File: config.mk
export PLATFORM = sky130hd
export DESIGN_NAME = masc_top
export DESIGN_NICKNAME = d
export VERILOG_FILES = /design/src/include/masc_pkg.sv /design/src/verilog/masc_top.sv /design/src/verilog/masc_mux.sv
export SDC_FILE = /design/constraint.sdc
export NUM_CORES = 1
export LEC_CHECK = 0
export ABC_AREA = 1
export ABC_CLOCK_PERIOD_IN_PS = 2350
export BUFFER_PORTS_ARGS = -buffer_cell sky130_fd_sc_hd__clkbuf_2
export CORE_ASPECT_RATIO = 1.5
export CORE_MARGIN = 2
export CORE_UTILIZATION = 39
export CTS_CLUSTER_SIZE = 16
export DETAILED_ROUTE_END_ITERATION = 12
export PLACE_DENSITY = 0.59
export SLEW_MARGIN = 20
export SYNTH_ARGS = -nofsm -noshare
export SYNTH_HDL_FRONTEND = slang
export SYNTH_HIERARCHICAL = 1
export SYNTH_SLANG_ARGS = --single-unit
File: constraint.sdc
create_clock -name ref_clk -period 2.35 [get_ports ref_clk]
set_input_delay 0 -clock ref_clk [delete_from_list [all_inputs] [get_ports ref_clk]]
set_output_delay 0 -clock ref_clk [all_outputs]
set_load 0.01 [all_outputs]
File: src/include/masc_pkg.sv
`default_nettype none

package masc_pkg;

    // clock and timing, times in microseconds
    localparam int CLK_MHZ       = 50;
    localparam int CONV_50HZ_US  = 160000;
    localparam int CONV_60HZ_US  = 133330;
    localparam int POR_US        = 500;
    localparam int EXT_IDLE_US   = 1000;
    localparam int CONV_50HZ_CYC = CONV_50HZ_US * CLK_MHZ;
    localparam int CONV_60HZ_CYC = CONV_60HZ_US * CLK_MHZ;
    localparam int POR_CYC       = POR_US * CLK_MHZ;
    localparam int EXT_IDLE_CYC  = EXT_IDLE_US * CLK_MHZ;

    // external conversion clock: periods per output word
    localparam int EXT_CONV_EDGES = 20480;
    localparam logic [4:0] LAST_BIT = 5'h1f;

    // register map, byte addresses
    localparam logic [7:0]  REG_OFFSET = 8'h00;
    localparam logic [7:0]  REG_STATUS = 8'h04;
    localparam logic [7:0]  REG_RESULT = 8'h08;
    localparam logic [23:0] OFFSET_RST = 24'h000000;
    localparam logic [31:0] WORD_RST   = 32'h00000000;

    typedef enum logic [1:0] {ST_CONV, ST_SLEEP, ST_OUT} masc_state_e;

    // raw sample from the modulator front end
    typedef struct packed {
        logic        sign;
        logic        range;
        logic [23:0] result;
        logic [3:0]  sub;
    } masc_sample_s;

    // decoded channel: enable bit then channel number
    typedef struct packed {
        logic       enable;
        logic [2:0] chan;
    } masc_mux_s;

    localparam masc_mux_s MUX_RST = 4'h0;

    // build the serial word: done flag, zero, sign, range, data, sub bits
    function automatic logic [31:0] masc_pack(masc_sample_s s, logic [23:0] corr);
        return {1'b0, 1'b0, s.sign, s.range, corr, s.sub};
    endfunction

endpackage

`default_nettype wire

File: src/verilog/masc_top.sv
// Operation
// - address bits taken on input clock rise
// - all-zero address keeps previous channel
// - select high: shift address, no switching
// - select low connects chosen channel
// - cycle conversion, sleep, output, repeat
// - sleep while converter select stays high
// - result held unchanged during sleep
// - converter select high: output high impedance
// - conversion and sleep show done status
// - output bit changes on shift clock fall
// - output ends after 32 bits or select
// - select rise in output aborts, converts
// - word belongs to conversion just finished
// - tied notch pin picks 50 or 60Hz
// - toggling notch pin is conversion clock
// - shift mode from pins, no register
// - calibration each cycle, timing unchanged
// - power-on pulse clears state, then converts
// - all channels off after reset
// - word: done, zero, sign, range, data, sub
// - output high after 32nd falling clock
// - address is enable plus channel number
`timescale 1ns/1ps
`default_nettype none

module masc_top #(
    parameter int CONV_50HZ_CYC = masc_pkg::CONV_50HZ_CYC, // 50 Hz notch conversion
    parameter int CONV_60HZ_CYC = masc_pkg::CONV_60HZ_CYC, // 60 Hz notch conversion
    parameter int POR_CYC       = masc_pkg::POR_CYC,       // power-on pulse
    parameter int EXT_IDLE_CYC  = masc_pkg::EXT_IDLE_CYC   // notch pin idle timeout
) (
    input  wire logic                   ref_clk,            // 50 MHz clock
    input  wire logic                   nrst,               // async reset, active low
    input  wire logic                   psel,               // apb select
    input  wire logic                   penable,            // apb enable
    input  wire logic                   pwrite,             // apb write
    input  wire logic [7:0]             paddr,              // apb byte address
    input  wire logic [31:0]            pwdata,             // apb write data
    output logic      [31:0]            prdata,             // apb read data
    output logic                        pready,             // apb ready
    output logic                        pslverr,            // apb error
    input  wire logic                   converter_select_n, // converter select pin
    input  wire logic                   mux_select_n,       // mux select pin
    input  wire logic                   out_shift_clk,      // output shift clock pin
    input  wire logic                   in_shift_clk,       // input shift clock pin
    input  wire logic                   address_in,         // serial address pin
    input  wire logic                   notch_select,       // notch level or ext clock
    input  wire masc_pkg::masc_sample_s sample,             // front end sample
    output logic                        serial_out,         // serial data out
    output logic                        serial_out_oe_n,    // low while driving
    output logic                        mux_output_en,      // channel switched through
    output logic      [2:0]             mux_output_chan,    // switched channel number
    output logic                        conv_active         // modulator running
);

    // pin synchronisers: s1 feeds s2 only, s3 for edges
    logic [5:0] pin_s1;
    logic [5:0] pin_s2;
    logic [5:0] pin_s3;

    always_ff @(posedge ref_clk or negedge nrst) begin
        if (!nrst) begin
            pin_s1 <= 6'h31; // idle pin levels, no false edge
            pin_s2 <= 6'h31;
            pin_s3 <= 6'h31;
        end else begin
            pin_s1 <= {converter_select_n, mux_select_n, out_shift_clk,
                       in_shift_clk, address_in, notch_select};
            pin_s2 <= pin_s1;
            pin_s3 <= pin_s2;
        end
    end

    function automatic logic rose(logic now, logic prev);
        return now & ~prev;
    endfunction

    // named pin levels and edges
    wire cs_s      = pin_s2[5];
    wire cs_rise   = rose(pin_s2[5], pin_s3[5]);
    wire msel_s    = pin_s2[4];
    wire msel_fall = rose(pin_s3[4], pin_s2[4]);
    wire sck_fall  = rose(pin_s3[3], pin_s2[3]);
    wire iclk_rise = rose(pin_s2[2], pin_s3[2]);
    wire din_s     = pin_s2[1];
    wire notch_s   = pin_s2[0];
    wire notch_rise = rose(pin_s2[0], pin_s3[0]);
    wire notch_edge = pin_s2[0] ^ pin_s3[0];

    // power-on pulse after reset release
    logic [15:0] por_cnt;
    logic        por_busy;

    always_ff @(posedge ref_clk or negedge nrst) begin
        if (!nrst) begin
            por_cnt  <= 16'h0000;
            por_busy <= 1'b1;
        end else if (por_busy) begin
            por_cnt  <= por_cnt + 16'h0001;
            por_busy <= (por_cnt != 16'(POR_CYC - 1));
        end
    end

    // external clock detect on notch pin
    logic [15:0] idle_cnt;
    logic        ext_mode;

    always_ff @(posedge ref_clk or negedge nrst) begin
        if (!nrst) begin
            idle_cnt <= 16'h0000;
            ext_mode <= 1'b0;
        end else if (notch_edge && !por_busy) begin
            idle_cnt <= 16'h0000;
            ext_mode <= 1'b1;
        end else if (idle_cnt == 16'(EXT_IDLE_CYC - 1)) begin
            ext_mode <= 1'b0;
        end else begin
            idle_cnt <= idle_cnt + 16'h0001;
        end
    end

    // channel address path
    masc_pkg::masc_mux_s chan_sel;
    logic                connect;

    masc_mux u_mux (
        .ref_clk  (ref_clk),
        .nrst     (nrst),
        .clear    (por_busy),
        .clk_rise (iclk_rise),
        .sel_high (msel_s),
        .sel_fall (msel_fall),
        .din      (din_s),
        .chan_sel (chan_sel),
        .connect  (connect)
    );

    // conversion length from notch pin level or ext clock
    masc_pkg::masc_state_e state;
    logic [23:0]           conv_cnt;
    logic [31:0]           out_sr;
    logic [4:0]            bit_cnt;
    logic [23:0]           offset;
    logic [31:0]           result;
    logic                  result_valid;

    wire [23:0] conv_last = notch_s ? 24'(CONV_50HZ_CYC - 1)
                                    : 24'(CONV_60HZ_CYC - 1);
    wire        conv_tick = ext_mode ? notch_rise : 1'b1;
    wire [23:0] tick_last = ext_mode ? 24'(masc_pkg::EXT_CONV_EDGES - 1) : conv_last;
    wire        conv_done = (state == masc_pkg::ST_CONV) && conv_tick && (conv_cnt >= tick_last);
    wire [23:0] corrected = sample.result - offset;
    wire [31:0] new_word  = masc_pkg::masc_pack(sample, corrected);
    wire        word_end  = sck_fall && (bit_cnt == masc_pkg::LAST_BIT);

    // cycle: convert, sleep, output; shift mode needs no setting
    masc_pkg::masc_state_e next_state;

    always_comb begin
        next_state = state;
        case (state)
            masc_pkg::ST_CONV: begin
                if (conv_done) begin
                    next_state = masc_pkg::ST_SLEEP;
                end
            end
            masc_pkg::ST_SLEEP: begin
                if (!cs_s) begin
                    next_state = masc_pkg::ST_OUT;
                end
            end
            masc_pkg::ST_OUT: begin
                if (cs_rise || word_end) begin
                    next_state = masc_pkg::ST_CONV;
                end
            end
            default: begin
                next_state = masc_pkg::ST_CONV;
            end
        endcase
    end

    // state and conversion counter
    always_ff @(posedge ref_clk or negedge nrst) begin
        if (!nrst) begin
            state    <= masc_pkg::ST_CONV;
            conv_cnt <= 24'h000000;
        end else if (por_busy) begin
            state    <= masc_pkg::ST_CONV;
            conv_cnt <= 24'h000000;
        end else begin
            state <= next_state;
            if (state != masc_pkg::ST_CONV || conv_done) begin
                conv_cnt <= 24'h000000;
            end else if (conv_tick) begin
                conv_cnt <= conv_cnt + 24'h000001;
            end
        end
    end

    // output shift register, loaded from the conversion just done
    always_ff @(posedge ref_clk or negedge nrst) begin
        if (!nrst) begin
            out_sr       <= masc_pkg::WORD_RST;
            bit_cnt      <= 5'h00;
            result       <= masc_pkg::WORD_RST;
            result_valid <= 1'b0;
        end else if (por_busy) begin
            out_sr       <= masc_pkg::WORD_RST;
            bit_cnt      <= 5'h00;
            result       <= masc_pkg::WORD_RST;
            result_valid <= 1'b0;
        end else if (conv_done) begin
            out_sr       <= new_word;
            result       <= new_word;
            result_valid <= connect;
            bit_cnt      <= 5'h00;
        end else if (state == masc_pkg::ST_OUT && sck_fall) begin
            out_sr  <= {out_sr[30:0], 1'b1};
            bit_cnt <= bit_cnt + 5'h01;
        end
    end

    // serial output value and enable
    logic next_sdo;

    always_comb begin
        case (state)
            masc_pkg::ST_CONV:  next_sdo = 1'b1;
            masc_pkg::ST_SLEEP: next_sdo = 1'b0;
            default:            next_sdo = out_sr[31];
        endcase
    end

    always_ff @(posedge ref_clk or negedge nrst) begin
        if (!nrst) begin
            serial_out      <= 1'b1;
            serial_out_oe_n <= 1'b1;
            mux_output_en   <= 1'b0;
            mux_output_chan <= 3'h0;
            conv_active     <= 1'b0;
        end else begin
            serial_out      <= next_sdo;
            serial_out_oe_n <= cs_s;
            mux_output_en   <= connect;
            mux_output_chan <= chan_sel.chan;
            conv_active     <= (state == masc_pkg::ST_CONV) && !por_busy;
        end
    end

    // apb decode
    wire hit_off  = (paddr == masc_pkg::REG_OFFSET);
    wire hit_stat = (paddr == masc_pkg::REG_STATUS);
    wire hit_res  = (paddr == masc_pkg::REG_RESULT);
    wire mapped   = hit_off | hit_stat | hit_res;
    wire apb_acc  = psel & penable & ~pready;
    wire apb_wr   = psel & penable & pready & pwrite & hit_off;

    wire [31:0] status_word = {23'h000000, por_busy, result_valid, chan_sel.chan,
                               chan_sel.enable, ext_mode, 2'(state)};
    wire [31:0] rd_data = hit_off  ? {8'h00, offset} :
                          hit_stat ? status_word :
                          hit_res  ? result : 32'h00000000;

    // apb slave, one wait state
    always_ff @(posedge ref_clk or negedge nrst) begin
        if (!nrst) begin
            pready  <= 1'b0;
            prdata  <= 32'h00000000;
            pslverr <= 1'b0;
            offset  <= masc_pkg::OFFSET_RST;
        end else begin
            pready <= apb_acc;
            if (apb_acc) begin
                prdata  <= pwrite ? 32'h00000000 : rd_data;
                pslverr <= ~mapped;
            end
            if (apb_wr) begin
                offset <= pwdata[23:0];
            end
        end
    end

    a_sdo_hiz: assert property (@(posedge ref_clk) disable iff (!nrst)
        cs_s [*2] |-> serial_out_oe_n)
        else $error("serial output driven while select high");

    a_sleep_hold: assert property (@(posedge ref_clk) disable iff (!nrst)
        state == masc_pkg::ST_SLEEP && $past(state) == masc_pkg::ST_SLEEP |-> $stable(out_sr))
        else $error("result changed during sleep");

    a_sleep_stays: assert property (@(posedge ref_clk) disable iff (!nrst)
        state == masc_pkg::ST_SLEEP && cs_s && !por_busy |=> state == masc_pkg::ST_SLEEP)
        else $error("left sleep with select high");

    a_abort_conv: assert property (@(posedge ref_clk) disable iff (!nrst)
        state == masc_pkg::ST_OUT && cs_rise && !por_busy |=> state == masc_pkg::ST_CONV)
        else $error("select rise did not abort output");

    a_word_end_high: assert property (@(posedge ref_clk) disable iff (!nrst)
        state == masc_pkg::ST_OUT && word_end && !por_busy
        |=> state == masc_pkg::ST_CONV ##1 serial_out)
        else $error("no high after last falling clock");

    a_cycle_order: assert property (@(posedge ref_clk) disable iff (!nrst)
        state == masc_pkg::ST_SLEEP && $past(state) != masc_pkg::ST_SLEEP
        |-> $past(state) == masc_pkg::ST_CONV)
        else $error("sleep not entered from conversion");

    a_status_shown: assert property (@(posedge ref_clk) disable iff (!nrst)
        state == masc_pkg::ST_SLEEP ##1 state == masc_pkg::ST_SLEEP |-> !serial_out)
        else $error("done status not low in sleep");

    a_por_holds: assert property (@(posedge ref_clk) disable iff (!nrst)
        por_busy ##1 por_busy |-> state == masc_pkg::ST_CONV && conv_cnt == 24'h000000)
        else $error("state moved during power-on pulse");

    a_word_format: assert property (@(posedge ref_clk) disable iff (!nrst)
        conv_done && !por_busy |=> out_sr[31:30] == 2'b00
        && out_sr[27:4] == $past(sample.result) - $past(offset))
        else $error("output word not built from this conversion");

endmodule

`default_nettype wire

File: src/verilog/masc_mux.sv
`timescale 1ns/1ps
`default_nettype none

module masc_mux (
    input  wire logic                ref_clk,   // system clock
    input  wire logic                nrst,      // async reset, active low
    input  wire logic                clear,     // power-on clear
    input  wire logic                clk_rise,  // input shift clock rose
    input  wire logic                sel_high,  // mux select high, synced
    input  wire logic                sel_fall,  // mux select fell
    input  wire logic                din,       // address bit, synced
    output masc_pkg::masc_mux_s      chan_sel,  // latched channel
    output logic                     connect    // channel switched through
);

    logic [3:0] addr_sr;

    wire        addr_zero = (addr_sr == 4'h0);
    wire        take      = sel_fall & ~addr_zero;

    // address shifter, only while select is high
    always_ff @(posedge ref_clk or negedge nrst) begin
        if (!nrst) begin
            addr_sr <= 4'h0;
        end else if (clear || sel_fall) begin
            addr_sr <= 4'h0;
        end else if (clk_rise && sel_high) begin
            addr_sr <= {addr_sr[2:0], din};
        end
    end

    // channel latch at select fall, zero word keeps old channel
    always_ff @(posedge ref_clk or negedge nrst) begin
        if (!nrst) begin
            chan_sel <= masc_pkg::MUX_RST;
        end else if (clear) begin
            chan_sel <= masc_pkg::MUX_RST;
        end else if (take) begin
            chan_sel <= addr_sr;
        end
    end

    // switch only while select is low
    always_ff @(posedge ref_clk or negedge nrst) begin
        if (!nrst) begin
            connect <= 1'b0;
        end else begin
            connect <= chan_sel.enable & ~sel_high & ~clear;
        end
    end

    a_zero_keeps_chan: assert property (@(posedge ref_clk) disable iff (!nrst)
        sel_fall && addr_zero && !clear |=> $stable(chan_sel))
        else $error("zero address changed the channel");

    a_high_no_connect: assert property (@(posedge ref_clk) disable iff (!nrst)
        sel_high [*2] |-> !connect)
        else $error("channel connected while select high");

endmodule

`default_nettype wire

# Word level (Yosys, flattened, before mapping)
# Index checks and enable logic that the tools add are counted.
dict set report word_totals {
  register_bits 222
  in_bits 81
  out_inout_bits 41
  wordCells 125
}
dict set report op_classes {
  n_addsub 5
  order_cmp 1
  n_eq_ne 11
  muxes 35
  n_bitwise 25
  reduce_logical 22
}
# cell count
set ops {}
lappend ops {{32-bit 2-to-1 mux} 9}
lappend ops {{24-bit 2-to-1 mux} 3}
lappend ops {{16-bit by 1-bit adder with 16-bit output, second input constant} 2}
lappend ops {{16-bit 2-to-1 mux} 2}
lappend ops {{24-bit by 1-bit adder with 24-bit output, second input constant} 1}
lappend ops {{24-bit by 23-bit greater-or-equal comparator with 1-bit output} 1}
lappend ops {{24-bit subtractor} 1}
lappend ops {{23-bit 2-to-1 mux} 1}
lappend ops {{21-bit 2-to-1 mux} 1}
lappend ops {{16-bit equality test, second input constant} 1}
lappend ops {{4-bit 2-to-1 mux} 4}
lappend ops {{16-bit by 15-bit inequality test with 1-bit output, second input constant} 1}
lappend ops {{5-bit 2-to-1 mux} 3}
lappend ops {{1-bit bitwise AND} 13}
lappend ops {{2-bit nonzero test} 5}
lappend ops {{3-bit inequality test, second input constant} 3}
lappend ops {{1-bit NOT} 9}
lappend ops {{8-bit by 3-bit equality test with 1-bit output, second input constant} 1}
lappend ops {{8-bit by 4-bit equality test with 1-bit output, second input constant} 1}
lappend ops {{8-bit logical NOT} 1}
lappend ops {{2-bit 2-to-1 mux} 4}
lappend ops {{1-bit logical AND} 7}
lappend ops {{1-bit 2-to-1 mux} 6}
lappend ops {{2-bit one-hot mux with 3 select lines} 1}
lappend ops {{14 further kinds} 18}

# Longest topological paths before layout
dict set report depth {
  ltp_word 8
  ltp_mapped 16
  ltp_nobuf 15
}

# Cells and area by module
# The synthesis kept the hierarchy.
# mod n_inst cells_per_inst area_per_inst_um2 seq_area_each_um2
set modules_own_cells {}
lappend modules_own_cells {masc_top 1 1466 11358.4 5193.7}
lappend modules_own_cells {masc_mux 1 41 384.1 225.2}

# Least setup slack after synthesis
# No wires, ideal clock.
dict set report synth_timing {
  kind {flip-flop to flip-flop}
  startpoint {register pin_s2[0]}
  endpoint {register result[10]}
  setup_time_ns 0.119
  t_arrival_ns 2.147
  t_required_ns 2.231
  slack_ns 0.084
  stages_incl_launch_ff 16
  path_buffers 2
  synth_period_minus_slack_ns 2.266
  cell_sequence {dfstp_2 inv_1 nor2_1 inv_1 ha_1 nand2_1 inv_1 nand2_1 nand2_1 a21oi_1 nand3_4 nand2_8 inv_4 buf_6 buf_6 o21a_1}
}
dict set report synth_between {
  elab_chain_cells 5
  elab_cells_between_ends 8
  classes_between {order compare: 1; mux: 3; bitwise: 1; reduce/logical: 3}
}
# element line_no
set synth_rtl {}
lappend synth_rtl {{from (decl)} masc_top.sv:59} ;# logic [5:0] pin_s2;
lappend synth_rtl {{from (signal assigned)} masc_top.sv:70} ;# pin_s2 <= pin_s1;
lappend synth_rtl {{21-bit 2-to-1 mux / 1-bit bitwise AND (equally long branches)} {masc_top.sv:148, masc_top.sv:76}}
lappend synth_rtl {{23-bit 2-to-1 mux / 1-bit 2-to-1 mux (equally long branches)} {masc_top.sv:151, masc_top.sv:150}}
lappend synth_rtl {{24-bit by 23-bit greater-or-equal comparator with 1-bit output / 1-bit logical AND (equally long branches)} masc_top.sv:152} ;# wire conv_done = (state == masc_pkg::ST_CONV) && conv_tick && (conv_cnt >= tick_last);
lappend synth_rtl {{1-bit logical AND *} masc_top.sv:152}
lappend synth_rtl {{2-bit nonzero test (no line) *} -}
lappend synth_rtl {{to (signal assigned)} masc_top.sv:207} ;# result <= masc_pkg::WORD_RST;
lappend synth_rtl {{to (signal assigned)} masc_top.sv:212} ;# result <= masc_pkg::WORD_RST;
lappend synth_rtl {{to (signal assigned)} masc_top.sv:216} ;# result <= new_word;
lappend synth_rtl {{to (decl)} masc_top.sv:145} ;# logic [31:0] result;
# Every way passes the cells marked *; elsewhere a longest branch is shown, timed or not.
# A chain may end at the register's enable or synchronous reset.

# Final worst setup path
dict set report layout_timing {
  startpoint {register pin_s2[0]}
  endpoint {register out_sr[0]}
}
dict set report layout_between {
  elab_chain_cells 6
  elab_cells_between_ends 10
  classes_between {order compare: 1; mux: 5; bitwise: 1; reduce/logical: 3}
}
# element line_no
set layout_rtl {}
lappend layout_rtl {{21-bit 2-to-1 mux / 1-bit bitwise AND (equally long branches)} {masc_top.sv:148, masc_top.sv:76}}
lappend layout_rtl {{23-bit 2-to-1 mux / 1-bit 2-to-1 mux (equally long branches)} {masc_top.sv:151, masc_top.sv:150}}
lappend layout_rtl {{24-bit by 23-bit greater-or-equal comparator with 1-bit output / 1-bit logical AND (equally long branches)} masc_top.sv:152}
lappend layout_rtl {{1-bit logical AND *} masc_top.sv:152}
lappend layout_rtl {{32-bit 2-to-1 mux} masc_top.sv:214} ;# end else if (conv_done) begin
lappend layout_rtl {{32-bit 2-to-1 mux} masc_top.sv:209} ;# end else if (por_busy) begin
lappend layout_rtl {{to (signal assigned)} masc_top.sv:210} ;# out_sr <= masc_pkg::WORD_RST;
lappend layout_rtl {{to (signal assigned)} masc_top.sv:215} ;# out_sr <= new_word;
lappend layout_rtl {{to (signal assigned)} masc_top.sv:220} ;# out_sr <= {out_sr[30:0], 1'b1};
lappend layout_rtl {{to (decl)} masc_top.sv:142} ;# logic [31:0] out_sr;
# Marked as above.

==> metrics.txt <==
status=finished with violations; failing checks=negative setup slack; commonest non-fill, non-tap cells in the layout=nand2_1, dfrtp_1, inv_1, nor2_1, clkbuf_2; CTS tree=yes; startpoint types=flip-flop; TNS Setup=-1.50 ns; Mapped Cells=1507; die area=31500 sq um; vias in the first global route=10564; minimum clock period=2.42 ns; hold path startpoint=paddr[3]; antenna viol nets, final=0; Initial Util=0.397; FMAX=414 MHz; Layout area overhead=25.9%; DR WL/cell=14.9 um; final setup vio count=64; pwr/cell area=577 nW/um^2; total track usage=0.201; H-tree levels=1; ANT cells=0; Worst-Margin Slew=0.555 ns; Core Rows=77; Post-synth ARST share=1.00; vias per inst=4.90; Cell Count Post-Placement=2021; worst setup path startpoint=pin_s2[0]$_DFF_PN1_; Reg2Reg Launch Point=pin_s2[0]$_DFF_PN1_; Worst Hold Class=input port to flip-flop; GPL Wtd Cong=0.891; post-route non-filler standard cell count=2115; Congestion Overflow GR=0; fraction of layout cells with a size suffix above 1=0.184; Post-synth top flop=dfrtp_1; Clock Sinks=216; YS warnings=6; fin nets=1829; Post-DP Area=13000 sq um; Final Skew=0.0118 ns; CP Data Arrival Time=2.84 ns; EDFF count, synth=0; synthesized cell area=11700 sq um; Max-Cap Viols=0; 1st-iter DRT viols=422; Clock Latency Late Sink=0.53 ns; Crit Path Class=flip-flop to flip-flop; Leak Pwr=7.75 nW; RSZ-0062 raised after global routing=yes; Synth cell types=55; final setup margin=-0.0668 ns; Design Area, Final=14800 sq um; Worst setup EP type=flip-flop; max-slew violation count=0; HPWL Detailed=22700 um; Rel. slew slack=0.630; Die X=146 um; worst-case vdd ir drop=0.000619 V; die height=217 um; CORE AREA=29600 sq um; Syn Area/Cell=7.79 sq um; CP Data Required Time=2.77 ns; io pins=122; maximum fanout along the worst path=8; total number of vias=10356; final hold vios=0; most common cell after layout, fill and taps aside=nand2_1; CTS root buf=clkbuf_16; number of remaining DRC errors=0; largest net degree at the start of global routing=62; Clock transition at path regs=0.06 ns; clock tree buffer depth=3; Seq cells post-synth=216; fin crit share=1.03; CTS Buf Count=23; I/O Buffers=111; flop2flop setup slack=-0.07 ns; first-pass GRT wire length=52000 um; register area share after synthesis=0.461; initial antenna violation count=0; Pre-Repair DR Iteration Count=7; drt total wl=31500 um
## sequential cells by signal (all words and copies together) (netlist names), 2 cells and up
name             cells
out_sr              32
prdata              30
result              30
conv_cnt            24
offset              24
idle_cnt            16
por_cnt             16
pin_s1               6
pin_s2               6
bit_cnt              5
pin_s3               5
u_mux/addr_sr        4
u_mux/chan_sel       4
mux_output_chan      3
state                2
## cells in the mapped netlist, types with 3 or more instances
| library cell | instances | share of area |
|---|---|---|
| inv_1 | 202 | 0.065 |
| nand2_1 | 458 | 0.15 |
| nand4_1 | 32 | 0.017 |
| inv_2 | 4 | 0.0013 |
| buf_6 | 7 | 0.0067 |
| buf_4 | 6 | 0.0038 |
| o21ai_1 | 3 | 0.0013 |
| nor2_1 | 159 | 0.051 |
| a22o_1 | 15 | 0.011 |
| a21oi_1 | 64 | 0.027 |
| nor2_2 | 4 | 0.0021 |
| nand3b_1 | 7 | 0.0045 |
| xor2_1 | 26 | 0.019 |
| nand2_2 | 5 | 0.0027 |
| o22ai_1 | 16 | 0.0085 |
| nand3_2 | 4 | 0.0034 |
| o21ai_0 | 25 | 0.011 |
| ha_1 | 44 | 0.047 |
| dfrtp_1 | 205 | 0.44 |
| dfstp_2 | 11 | 0.025 |
| buf_2 | 8 | 0.0034 |
| o21a_1 | 13 | 0.0083 |
| nor3_1 | 21 | 0.0090 |
| and2_1 | 4 | 0.0021 |
| o221ai_1 | 8 | 0.0060 |
| nand3_1 | 98 | 0.042 |
| xnor2_1 | 6 | 0.0045 |
| clkbuf_1 | 14 | 0.0045 |
## worst max-delay path, cell delays in order, from the launching register on
cell	delay, ns
dfstp_2	0.58
inv_2	0.05
nor2_4	0.12
inv_4	0.07
ha_4	0.22
a21oi_1	0.16
nand2_2	0.09
a21oi_4	0.16
nand3_4	0.11
nand2_8	0.17
nand3_4	0.17
clkbuf_16	0.23
o21a_1	0.16
## where the power goes
group	switching [mW]	internal, mW
Clock	1.55	2.20
Sequential	0.108	3.84
Combinational	0.495	0.334
## layout make-up
class,instances,area [sq um]
Sequential cell,216,5420
Fill cell,2888,14800
Tap cell,395,494
Clock inverter,13,153
Timing Repair inverter,3,40.0
Inverter,208,812
Multi-Input combinational cell,1047,5680
Clock buffer,29,618
Timing Repair Buffer,204,1570
## layer usage
layer / share of wire / routed length (um) / track usage / vias to the layer above
met2: 0.48 / 15100 / 0.343 / 200
li1: - / - / - / 5209
met5: 0 / 0 / 0 / -
met3: 0.047 / 1480 / 0.0312 / 61
met4: 0.036 / 1120 / 0.0788 / 0
met1: 0.44 / 13700 / 0.254 / 4886
## path summary, 6_finish.rpt
path,end,depth (start not counted)
min,prdata[27]$_DFFE_PN0P_,4
max,out_sr[0]$_DFFE_PN0P_,12
min in group asynchronous,conv_cnt[11]$_DFFE_PN0P_,3
min reg2reg,pin_s2[3]$_DFF_PN0_,0
max in group asynchronous,conv_cnt[7]$_DFFE_PN0P_,4
max reg2reg,out_sr[0]$_DFFE_PN0P_,12
## kinds of logic (layout without fill, tap and decap cells)
kind of cell,after synthesis,count (layout),synth area share
simple gates,811,811,0.298
compound gates,155,155,0.0802
other cells,1,2,0.000319
flops,216,216,0.461
mux,2,2,0.00192
xor+xnor,32,32,0.0239
fa+ha+maj,45,45,0.0486
buf+inv,245,457,0.0860
## per-stage QoR
step | hold WS, ns | power (mW) | util | setup WS, ns
floorplan | -0.296 | 4.39 | - | 0.0842
global placement | -0.0197 | 4.73 | 0.439 | -0.0900
detailed placement | -0.0238 | 4.75 | 0.439 | -0.114
CTS | 0.00645 | 8.62 | 0.485 | -0.0434
global route | 0.0307 | 8.91 | 0.500 | -0.192
finish | 0.00419 | 8.53 | 0.500 | -0.0668
## repair_timing
item	4_1_cts	5_1_grt
hold buffers	42	0
endpoints found under the setup margin	72	99
cloned	3	3
buffers inserted	2	3
pin swaps	11	21
hold endpoints to repair	265	0
resized for setup	30	94
No activity file was read; power rests on OpenSTA's default activity.
